--- src/common/apkt_pkg.sv ---
// constants, offsets and carrier types of the packet channel handler
package apkt_pkg;
  // ----------------------------------------------------------------
  // register indices (byte address is four times the index)
  // ----------------------------------------------------------------
  localparam logic [8:0] IDX_CTRL = 9'h0E2;
  localparam logic [8:0] IDX_STAT = 9'h0E3;
  localparam logic [8:0] IDX_NODE_HI = 9'h0E4;
  localparam logic [8:0] IDX_NODE_LO = 9'h0E5;
  localparam logic [8:0] IDX_BW = 9'h0E6;
  localparam logic [8:0] IDX_ALT_HI = 9'h0E8;
  localparam logic [8:0] IDX_ALT_LO = 9'h0E9;
  localparam logic [8:0] IDX_START = 9'h0EA;
  localparam logic [8:0] IDX_LEN = 9'h0EC;
  localparam logic [8:0] IDX_PRIO = 9'h0F2;
  localparam logic [8:0] IDX_RXBUF = 9'h180;
  localparam logic [8:0] IDX_TXBUF = 9'h1C0;
  // ----------------------------------------------------------------
  // buffer sizes, fields, limits
  // ----------------------------------------------------------------
  localparam int RX_BYTES = 52;
  localparam int TX_BYTES = 50;
  localparam logic [7:0] LEN_MIN = 8'h01;
  localparam logic [7:0] LEN_MAX = 8'h0D;
  localparam int B_RX_RELEASE_CMD = 0;
  localparam int B_TX_DONE_CLEAR_CMD = 1;
  localparam int B_RAC = 3;
  localparam int B_RAF = 4;
  localparam int B_TX_START_CMD = 7;
  // ----------------------------------------------------------------
  // reset values
  // ----------------------------------------------------------------
  localparam logic [7:0] RST_ALT_HI = 8'h00;
  localparam logic [7:0] RST_ALT_LO = 8'h0F;
  localparam logic [7:0] RST_NODE_HI = 8'h00;
  localparam logic [7:0] RST_NODE_LO = 8'h00;
  localparam logic [7:0] RST_BW = 8'h00;
  localparam logic [7:0] RST_PRIO = 8'h01;
  localparam logic [7:0] RST_TGT_HI = 8'h0F;
  localparam logic [7:0] RST_TGT_LO = 8'hFF;
  // ----------------------------------------------------------------
  // link carriers
  // ----------------------------------------------------------------
  typedef struct packed {
    logic valid;
    logic sop;
    logic eop;
    logic crc_ok;
    logic [7:0] data;
  } rx_beat_t;
  typedef struct packed {
    logic valid;
    logic sop;
    logic eop;
    logic [7:0] data;
  } tx_beat_t;
  typedef enum logic [1:0] {TX_IDLE, TX_ARB, TX_SEND} tx_state_t;
endpackage : apkt_pkg

--- src/rtl/async_packet_channel_handler.sv ---
// packet channel: register slave, rx validation, tx segmentation
//
// Decided for this implementation: the placing of the registers and the Avalon-MM slave port.
`timescale 1ns/1ps
`default_nettype none
module async_packet_channel_handler
  import apkt_pkg::*;
(
  // clock and reset
  input wire logic clk,
  input wire logic reset_n,
  // avalon-mm slave, byte address
  input wire logic [10:0] avs_address,
  input wire logic avs_read,
  input wire logic avs_write,
  input wire logic [31:0] avs_writedata,
  output logic [31:0] avs_readdata,
  output logic avs_waitrequest,
  // ring receive stream
  input wire rx_beat_t net_rx,
  // ring transmit side
  input wire logic net_frame_start,
  input wire logic net_async_slot,
  input wire logic net_grant,
  output logic net_arb_req,
  output logic [7:0] net_priority,
  output tx_beat_t net_tx,
  // interrupt pin
  output logic async_packet_irq_n
);
  // ----------------------------------------------------------------
  // storage
  // ----------------------------------------------------------------
  logic [7:0] rx_packet_buffer [RX_BYTES];
  logic [7:0] tx_packet_buffer [TX_BYTES];
  logic [7:0] node_hi_r, node_lo_r, alt_hi_r, alt_lo_r;
  logic [7:0] async_bandwidth_setting;
  logic [7:0] tx_length_quadlets, prio_r;
  logic [4:0] packet_control_reg; // pending one-shot commands
  logic [4:0] packet_status_reg;
  logic tx_start_cmd;
  logic wait_r;
  logic [31:0] rdata_r;
  tx_state_t tx_state_r;
  logic [5:0] tx_idx_r;
  logic [7:0] bw_used_r;
  logic arb_r, irq_n_r;
  tx_beat_t tx_r;
  logic [5:0] rx_idx_r;
  logic [15:0] rx_tgt_r;
  // ----------------------------------------------------------------
  // bus decode
  // ----------------------------------------------------------------
  wire [8:0] idx = avs_address[10:2];
  wire req = avs_read | avs_write;
  wire wr_go = avs_write & ~wait_r; // write commits on the ack edge
  wire [7:0] wd = avs_writedata[7:0];
  wire in_rxb = idx >= IDX_RXBUF && idx < IDX_RXBUF + 9'(RX_BYTES);
  wire in_txb = idx >= IDX_TXBUF && idx < IDX_TXBUF + 9'(TX_BYTES);
  wire [5:0] rxb_i = 6'(idx - IDX_RXBUF);
  wire [5:0] txb_i = 6'(idx - IDX_TXBUF);
  wire rx_locked = packet_status_reg[B_RX_RELEASE_CMD];
  // ----------------------------------------------------------------
  // read mux; the buffer carries no length field at all
  // ----------------------------------------------------------------
  logic [7:0] rd_byte;
  always_comb begin
    rd_byte = 8'h00; // unmapped reads as zero
    case (idx)
      IDX_CTRL: rd_byte = {3'b000, packet_control_reg};
      IDX_STAT: rd_byte = {3'b000, packet_status_reg};
      IDX_NODE_HI: rd_byte = node_hi_r;
      IDX_NODE_LO: rd_byte = node_lo_r;
      IDX_BW: rd_byte = async_bandwidth_setting;
      IDX_ALT_HI: rd_byte = alt_hi_r;
      IDX_ALT_LO: rd_byte = alt_lo_r;
      IDX_START: rd_byte = {tx_start_cmd, 7'h00};
      IDX_LEN: rd_byte = tx_length_quadlets;
      IDX_PRIO: rd_byte = prio_r;
      default: begin
        if (in_rxb) rd_byte = rx_packet_buffer[rxb_i];
        else if (in_txb) rd_byte = tx_packet_buffer[txb_i];
      end
    endcase
  end
  // one wait state per access, then a single ack cycle
  always_ff @(posedge clk or negedge reset_n) begin
    if (!reset_n) begin
      wait_r <= 1'b1;
      rdata_r <= 32'h0000_0000;
    end else begin
      wait_r <= ~(req & wait_r);
      if (req & wait_r) rdata_r <= {24'h00_0000, rd_byte};
    end
  end
  // ----------------------------------------------------------------
  // configuration registers
  // ----------------------------------------------------------------
  always_ff @(posedge clk or negedge reset_n) begin
    if (!reset_n) begin
      node_hi_r <= RST_NODE_HI;
      node_lo_r <= RST_NODE_LO;
      alt_hi_r <= RST_ALT_HI;
      alt_lo_r <= RST_ALT_LO;
      async_bandwidth_setting <= RST_BW;
      tx_length_quadlets <= 8'h00;
      prio_r <= RST_PRIO;
    end else if (wr_go) begin
      case (idx)
        IDX_NODE_HI: node_hi_r <= wd;
        IDX_NODE_LO: node_lo_r <= wd;
        IDX_BW: async_bandwidth_setting <= wd;
        IDX_ALT_HI: alt_hi_r <= wd;
        IDX_ALT_LO: alt_lo_r <= wd;
        IDX_LEN: tx_length_quadlets <= wd;
        IDX_PRIO: prio_r <= wd;
        default: ;
      endcase
    end
  end
  // ----------------------------------------------------------------
  // receive path
  // ----------------------------------------------------------------
  wire [15:0] rx_tgt_now = (rx_idx_r == 6'd1) ?
                           {rx_tgt_r[15:8], net_rx.data} : rx_tgt_r;
  wire rx_addr_ok = rx_tgt_now == {node_hi_r, node_lo_r} ||
                    rx_tgt_now == {alt_hi_r, alt_lo_r};
  wire rx_end = net_rx.valid & net_rx.eop & rx_addr_ok;
  wire set_arx = rx_end & ~rx_locked & net_rx.crc_ok;
  wire set_af = rx_end & rx_locked;
  wire set_ac = rx_end & ~rx_locked & ~net_rx.crc_ok;
  wire [5:0] rx_wi = net_rx.sop ? 6'd0 : rx_idx_r;
  // byte position tracking and target capture
  always_ff @(posedge clk or negedge reset_n) begin
    if (!reset_n) begin
      rx_idx_r <= 6'd0;
      rx_tgt_r <= 16'h0000;
    end else if (net_rx.valid) begin
      if (rx_wi < 6'(RX_BYTES)) rx_idx_r <= rx_wi + 6'd1;
      if (rx_wi == 6'd0) rx_tgt_r[15:8] <= net_rx.data;
      if (rx_wi == 6'd1) rx_tgt_r[7:0] <= net_rx.data;
    end
  end
  // ----------------------------------------------------------------
  // buffers as flip-flops, one generate entry per byte
  // ----------------------------------------------------------------
  genvar g;
  generate
    for (g = 0; g < RX_BYTES; g++) begin : g_rxb
      always_ff @(posedge clk or negedge reset_n) begin
        if (!reset_n) rx_packet_buffer[g] <= 8'h00;
        else if (net_rx.valid && !rx_locked && rx_wi == 6'(g))
          rx_packet_buffer[g] <= net_rx.data;
      end
    end
    for (g = 0; g < TX_BYTES; g++) begin : g_txb
      localparam logic [7:0] RV = (g == 0) ? RST_TGT_HI :
                                  (g == 1) ? RST_TGT_LO : 8'h00;
      always_ff @(posedge clk or negedge reset_n) begin
        if (!reset_n) tx_packet_buffer[g] <= RV;
        else if (wr_go && in_txb && txb_i == 6'(g))
          tx_packet_buffer[g] <= wd;
      end
    end
  endgenerate
  // ----------------------------------------------------------------
  // transmit path
  // ----------------------------------------------------------------
  // a bad length is pinned into the legal range
  wire [7:0] len_c = (tx_length_quadlets < LEN_MIN) ? LEN_MIN :
                     (tx_length_quadlets > LEN_MAX) ? LEN_MAX :
                     tx_length_quadlets;
  wire [5:0] tx_last = 6'({len_c[3:0], 2'b01}); // 4*len + 1
  wire bw_room = net_frame_start ? (async_bandwidth_setting != 8'h00)
                                 : (bw_used_r < async_bandwidth_setting);
  wire tx_go = (tx_state_r == TX_SEND) & net_async_slot & bw_room;
  wire tx_fin = tx_go & (tx_idx_r == tx_last);
  wire [5:0] tx_bi = (tx_idx_r < 6'd2) ? tx_idx_r : 6'(tx_idx_r - 6'd2);
  wire [7:0] tx_byte = (tx_idx_r == 6'd2) ? node_hi_r :
                       (tx_idx_r == 6'd3) ? node_lo_r :
                       (tx_bi < 6'(TX_BYTES)) ? tx_packet_buffer[tx_bi] : 8'h00;
  // arbitration and per-slot sending; quota resets each frame
  always_ff @(posedge clk or negedge reset_n) begin
    if (!reset_n) begin
      tx_state_r <= TX_IDLE;
      tx_idx_r <= 6'd0;
      arb_r <= 1'b0;
      bw_used_r <= 8'h00;
      tx_r <= '0;
    end else begin
      tx_r <= '0;
      if (net_frame_start) bw_used_r <= {7'h00, tx_go};
      else if (tx_go) bw_used_r <= bw_used_r + 8'h01;
      case (tx_state_r)
        TX_IDLE: begin
          tx_idx_r <= 6'd0;
          if (tx_start_cmd) begin
            tx_state_r <= TX_ARB;
            arb_r <= 1'b1;
          end
        end
        TX_ARB: begin
          if (net_grant) begin
            arb_r <= 1'b0;
            tx_state_r <= TX_SEND;
          end
        end
        TX_SEND: begin
          if (tx_go) begin
            tx_r <= '{valid: 1'b1, sop: tx_idx_r == 6'd0,
                      eop: tx_fin, data: tx_byte};
            tx_idx_r <= tx_idx_r + 6'd1;
            if (tx_fin) tx_state_r <= TX_IDLE;
          end
        end
        default: tx_state_r <= TX_IDLE;
      endcase
    end
  end
  // ----------------------------------------------------------------
  // commands, status flags and interrupt; a flag set beats a clear, a tx_fin clear of the start bit beats a start write
  // ----------------------------------------------------------------
  wire ctrl_wr = wr_go & (idx == IDX_CTRL);
  wire [4:0] clr = packet_control_reg;
  wire [4:0] sets = {set_af, set_ac, 1'b0, tx_fin, set_arx};
  wire [4:0] stat_nxt = (packet_status_reg & ~clr) | sets;
  always_ff @(posedge clk or negedge reset_n) begin
    if (!reset_n) begin
      packet_control_reg <= 5'h00;
      packet_status_reg <= 5'h00;
      tx_start_cmd <= 1'b0;
      irq_n_r <= 1'b1;
    end else begin
      packet_control_reg <= ctrl_wr ? (wd[4:0] & 5'h1B) : 5'h00;
      packet_status_reg <= stat_nxt;
      if (tx_fin) tx_start_cmd <= 1'b0;
      else if (wr_go && idx == IDX_START && wd[B_TX_START_CMD])
        tx_start_cmd <= 1'b1;
      irq_n_r <= ~(stat_nxt[B_TX_DONE_CLEAR_CMD] | stat_nxt[B_RX_RELEASE_CMD]);
    end
  end
  // ----------------------------------------------------------------
  // outputs
  // ----------------------------------------------------------------
  assign avs_readdata = rdata_r;
  assign avs_waitrequest = wait_r;
  assign net_arb_req = arb_r;
  assign net_priority = prio_r;
  assign net_tx = tx_r;
  assign async_packet_irq_n = irq_n_r;
endmodule : async_packet_channel_handler
`default_nettype wire

--- config.mk ---
export PLATFORM = sky130hd
export DESIGN_NAME = async_packet_channel_handler
export DESIGN_NICKNAME = d
export VERILOG_FILES = /design/src/common/apkt_pkg.sv /design/src/rtl/async_packet_channel_handler.sv
export SDC_FILE = /design/constraint.sdc
export NUM_CORES = 2
export LEC_CHECK = 0
export BUFFER_PORTS_ARGS = -buffer_cell sky130_fd_sc_hd__buf_2
export CAP_MARGIN = 20
export CORE_UTILIZATION = 55
export DETAILED_ROUTE_END_ITERATION = 10
export MAX_ROUTING_LAYER = met4
export PLACE_DENSITY = 0.71
export SLEW_MARGIN = 20
export SYNTH_ARGS = -nofsm -noshare
export SYNTH_HDL_FRONTEND = slang
export SYNTH_SLANG_ARGS = --single-unit
--- constraint.sdc ---
create_clock -name clk -period 4 [get_ports clk]
set_input_delay 0.2 -clock clk [delete_from_list [all_inputs] [get_ports clk]]
set_output_delay 0.2 -clock clk [all_outputs]
set_load 0.02 [all_outputs]
# Yosys cells after proc, flatten, opt, wreduce, memory -nomap -nowiden
# Index checks and enable logic that the tools add are counted.
# classes
n_lt_le_gt_ge	13
n_eq_ne	122
reduce_logical	132
bitwise	25
add_sub_neg	6
mux	38
# ops
op	count
$eq A6 B6 Y1 const B	38
$eq A6 B5 Y1 const B	32
$bmux W8 S6	3
$mux W8	14
$logic_and A1 B1 Y1	108
$eq A6 B4 Y1 const B	16
$eq A9 B8 Y1 const B	10
$pmux W8 S10	1
$eq A6 B3 Y1 const B	8
$eq A6 B2 Y1 const B	6
$eq A16 B16 Y1	2
$mux W11	2
$reduce_and A2 Y1	11
$ge A7 B7 Y1 const B	3
$not A6 Y7	3
$eq A6 B1 Y1 const B	3
$ge A9 B9 Y1 const B	2
$logic_not A6 Y1	3
$lt A9 B9 Y1 const B	2
$mux W6	3
$add A6 B1 Y6 const B	2
$and A1 B1 Y1	12
$lt A6 B6 Y1 const B	2
$pmux W6 S2	1
29 further kinds	49
# totals
regBits	943
inputBits	62
elab_cells	462

# Depth between registers and ports, before layout
# logic_depth
ltp_word	11
mapped_depth	13

# Worst setup path before layout
# No wires, ideal clock.
# synth_timing
kind	register to register
start	reg tx_idx_r[1]
end	reg tx_r (netlist bit net_tx[2])
setup_time_ns	0.137
path_stages_with_launch	13
t_arrival_ns	3.022
slack_ns	0.841
period_less_slack_ns	3.159
cell_sequence	dfrtp_1 -> buf_2 -> inv_1 -> clkbuf_1 -> ha_1 -> buf_2 -> nor3b_1 -> mux2i_1 -> clkbuf_1 -> o21ai_0 -> a221oi_1 -> a211o_1 -> o22ai_1
# synth_between
elab_chain_cells	11
# synth_lines
item	line	source
start, declared	async_packet_channel_handler.sv:45	logic [5:0] tx_idx_r;
start signal, assigned	async_packet_channel_handler.sv:212	tx_idx_r <= tx_idx_r + 6'd1;
$sub A6 B2 Y6 or $lt A6 B2 Y1 (tied branches)	async_packet_channel_handler.sv:178	wire [5:0] tx_bi = (tx_idx_r < 6'd2) ? tx_idx_r : 6'(tx_idx_r - 6'd2);
$mux W6	async_packet_channel_handler.sv:178	
$not A6 Y7 (implied by the code)	async_packet_channel_handler.sv:181	(tx_bi < 6'(TX_BYTES)) ? tx_packet_buffer[tx_bi] : 8'h00;
$bmux W8 S6	async_packet_channel_handler.sv:181	
$mux W8 (implied by the code) (2 in a row)	async_packet_channel_handler.sv:181	
$mux W8	async_packet_channel_handler.sv:181	
$mux W8	async_packet_channel_handler.sv:180	(tx_idx_r == 6'd3) ? node_lo_r :
$mux W8 *	async_packet_channel_handler.sv:179	wire [7:0] tx_byte = (tx_idx_r == 6'd2) ? node_hi_r :
$mux W11 *	async_packet_channel_handler.sv:209	if (tx_go) begin
$mux W11 *	async_packet_channel_handler.sv:194	case (tx_state_r)
end signal, assigned	async_packet_channel_handler.sv:210	tx_r <= '{valid: 1'b1, sop: tx_idx_r == 6'd0,
end, declared	async_packet_channel_handler.sv:48	tx_beat_t tx_r;
# Mark *: on every way between the ends. The rest lies on a longest branch, timed or not. The select of a mux whose other input is x is not followed.
# A chain may end at the register's enable or synchronous reset.

# Worst setup path after layout
# layout_timing
start	reg tx_idx_r[2]
end	reg tx_r (netlist bit net_tx[6])
# The elaborated chain is that of the path after synthesis.

==> impl_metrics.csv <==
group,metric,value,unit
synthesis,synthTopCellsByArea,"dfrtp_1, mux2_2, mux4_2",
routing,drc,0,
setup_path,end_kind,"flip-flop",
finish,drive_gt1_frac,0.4584,
finish,area_growth,11.20,%
global_routing,grt_pass1_wl,214200,um
die,die_x,297.9,um
clock_network,cts_root_buf,"clkbuf_16",
sta,clock-skew-final,0.01754,ns
synthesis,synth_compound_area_frac,0.04326,
synthesis,ys_seq_area_frac,0.4895,
hold_path,hold_class,"input port to flip-flop",
routing,dr.first_iter.drc_count,3371,
outcome,outcome,"finished, final reports clean",
sta,finalCriticalPeriod,3.429,ns
sta,rsz0062_at_grt,"no",
sta,setup_violations,0,
global_routing,overflow,0,
synthesis,synth-edff-count,0,
routing,routed_wl,140900,um
placed_design,dp_hpwl,95650,um
power_and_ir_drop,p_per_area,439.5,mW/mm^2
setup_path,arrival,3.96,ns
synthesis,async_reset_ff_frac,1.000,
finish,top_regs,"rx_packet_buffer: 416 flops, tx_packet_buffer: 400 flops, rx_tgt_r: 16 flops",
clock_network,cts_buffers,97,
placed_design,routabilityCongestion,1.029,
clock_network,clk_pin_slew_worst_paths,0.06,ns
synthesis,synth_most_common_cell,"dfrtp_1",
finish,top_register,"rx_packet_buffer",
synthesis,synth_top_area_cell,"dfrtp_1",
placed_design,placed_area,0.05003,mm^2
die,io_pins,116,
clock_network,ctsResizeCount,0,
global_routing,grt_max_degree,110,
placed_design,dp_slack,0.6036,ns
clock_network,worstSkewPairLatency,0.68,ns
setup_path,crit_buf_inv,1,
routing,antenna_left,0,
finish,largest_reg_flops,416,
sta,max_freq,291.7,MHz
sta,finalHoldViolations,0,
synthesis,synth_mux_area_frac,0.3699,
global_routing,grt_antenna_before_repair,6,
setup_path,critical_path_class,"flip-flop to flip-flop",
synthesis,syn_area_per_cell,14.07,um^2
setup_path,cp_cell_sequence,"inv_1, ha_1, nor3b_1, mux2i_1, nor3_1, o21ai_1, a311oi_1, nor4_1, a2111oi_1",
die,core_area,0.08675,mm^2
synthesis,synth_top_family_by_area,"multiplexers",
power_and_ir_drop,p_leak,24.57,nW
die,rows,108,
sta,worstMarginPinSlew,1.101,ns
synthesis,synth_seq_cells,941,
synthesis,synth_top_flop_cell,"dfrtp_1",
routing,drt_first_pass_iters,6,
clock_network,cts_hold_buf,6,
synthesis,synth_area,0.04816,mm^2
placed_design,port_buffers,65,
die,die_h,297.9,um
die,initial_core_util,0.5551,
clock_network,cts_sinks,941,
routing,wl_per_cell,29.95,um
sta,slew_viol_final,0,
synthesis,netlist_top_cells_count,"dfrtp_1, mux2_2, mux4_2",
setup_path,crit_path_max_fanout,13,
job,maxCapViolCount,0,
sta,relSlewSlack,0.2663,
setup_path,critical_path.top_delay_family,"simple AND/OR/NAND/NOR gates",
synthesis,synthCells,3422,
sta,fin_crit_sh,0.8571,
die,fp.dieArea,0.08875,mm^2
clock_network,cts_setup_buffers,0,
routing,avgViaCountPerCell,6.690,
power_and_ir_drop,peakVddDrop,480.2,uV
synthesis,yosys.area_share.simple,0.05648,
synthesis,yosysUniqueCellTypes,89,
routing,vias,31470,
sta,tns,0,ns
sta,fin_ws,0.5715,ns
clock_network,cts.path.max_buffers,3,
synthesis,netlist.area_leader.share,0.4791,
clock_network,cts_tree,"done",
synthesis,yosys_warnings,0,
setup_path,required,4.53,ns
synthesis,synth-xor-area-share,0.005092,
clock_network,htreeDepth,3,
finish,design_area,0.05355,mm^2
global_routing,grt_usage,0.3321,
finish,final_nets,3543,
setup_path,slowest_stage,"dfrtp_1",
synthesis,synthAdderAreaFrac,0.004677,
global_routing,grt_pass1_vias,32650,
setup_path,startpoint_type,"flip-flop",
setup_path,critPathMaxStageDelay,0.59,ns
[worst paths after layout]
kind	slack, ns	cells past startpoint	endpoint	from
max	0.57	9	net_tx[6]	tx_idx_r[2]
min	0.1	3	avs_waitrequest	avs_read
max reg2reg	0.57	9	net_tx[6]	tx_idx_r[2]
min reg2reg	0.50	1	packet_status_reg[4]	clr[4]
max in group asynchronous	2.49	3	tx_packet_buffer[15]	reset_n
min in group asynchronous	0.23	2	tx_packet_buffer[141]	reset_n
[worst min-delay path, cell delays in order]
cell	delay [ns]
buf_2	0.09
o21a_1	0.33
inv_1	0.11
[kinds of logic (layout without fill, tap and decap cells)]
kind of cell | Yosys count | in the layout
buffers and inverters | 319 | 417
other | 1 | 30
adders and majority gates | 18 | 18
muxes | 1277 | 1277
and+or+nand+nor | 537 | 537
xor gates and xnor gates | 28 | 28
AOI/OAI and AO/OA | 301 | 301
DFF | 941 | 941
[where the power goes]
group / internal [mW] / switching [mW] / total, mW
clock: 5.78 / 3.89 / 9.67
combinational: 1.46 / 1.79 / 3.25
sequential: 10.1 / 0.469 / 10.6
total: 17.4 / 6.16 / 23.5
[layout make-up]
class,instances,area [um^2]
Clock buffer,145,2930
Multi-Input combinational cell,2185,23190
Timing Repair Buffer,207,1777
Inverter,31,116.4
Fill cell,6525,33200
Sequential cell,941,23580
Clock inverter,34,505.5
Antenna cell,6,15.01
Tap cell,1155,1445
[layout by cell type (no fill, tap or decap), drive strengths merged, types with 18 or more instances in the layout]
| master | instances |
|---|---|
| buf | 201 |
| nor2 | 113 |
| nor3 | 38 |
| xnor2 | 23 |
| nand3 | 65 |
| o21ai | 59 |
| a21oi | 62 |
| nor2b | 18 |
| nand2b | 25 |
| clkbuf | 145 |
| mux4 | 313 |
| ha | 18 |
| mux2 | 892 |
| a22oi | 35 |
| dfstp | 19 |
| clkinv | 18 |
| inv | 33 |
| o22ai | 21 |
| dfrtp | 922 |
| conb | 24 |
| mux2i | 72 |
| nand2 | 159 |
| and3 | 30 |
[metrics by stage]
stage	util	power [mW]	std cells	hold WS, ns
final	0.6173	23.54	4704	0.09666
after global routing	0.6173	24.31	4703	0.1152
after CTS	0.6170	23.64	4698	0.06472
after detailed placement	0.5767	14.00	4513	0.4004
after global placement	0.5767	13.84	4513	0.3817
after floorplan	-	12.84	3445	-0.09559
[layer usage]
metal,part of all wire,track usage
met1,0.39,0.4342
met2,0.49,0.5180
met3,0.071,0.05491
met4,0.049,0.1405
met5,0,-
No activity file was read; power rests on OpenSTA's default activity.
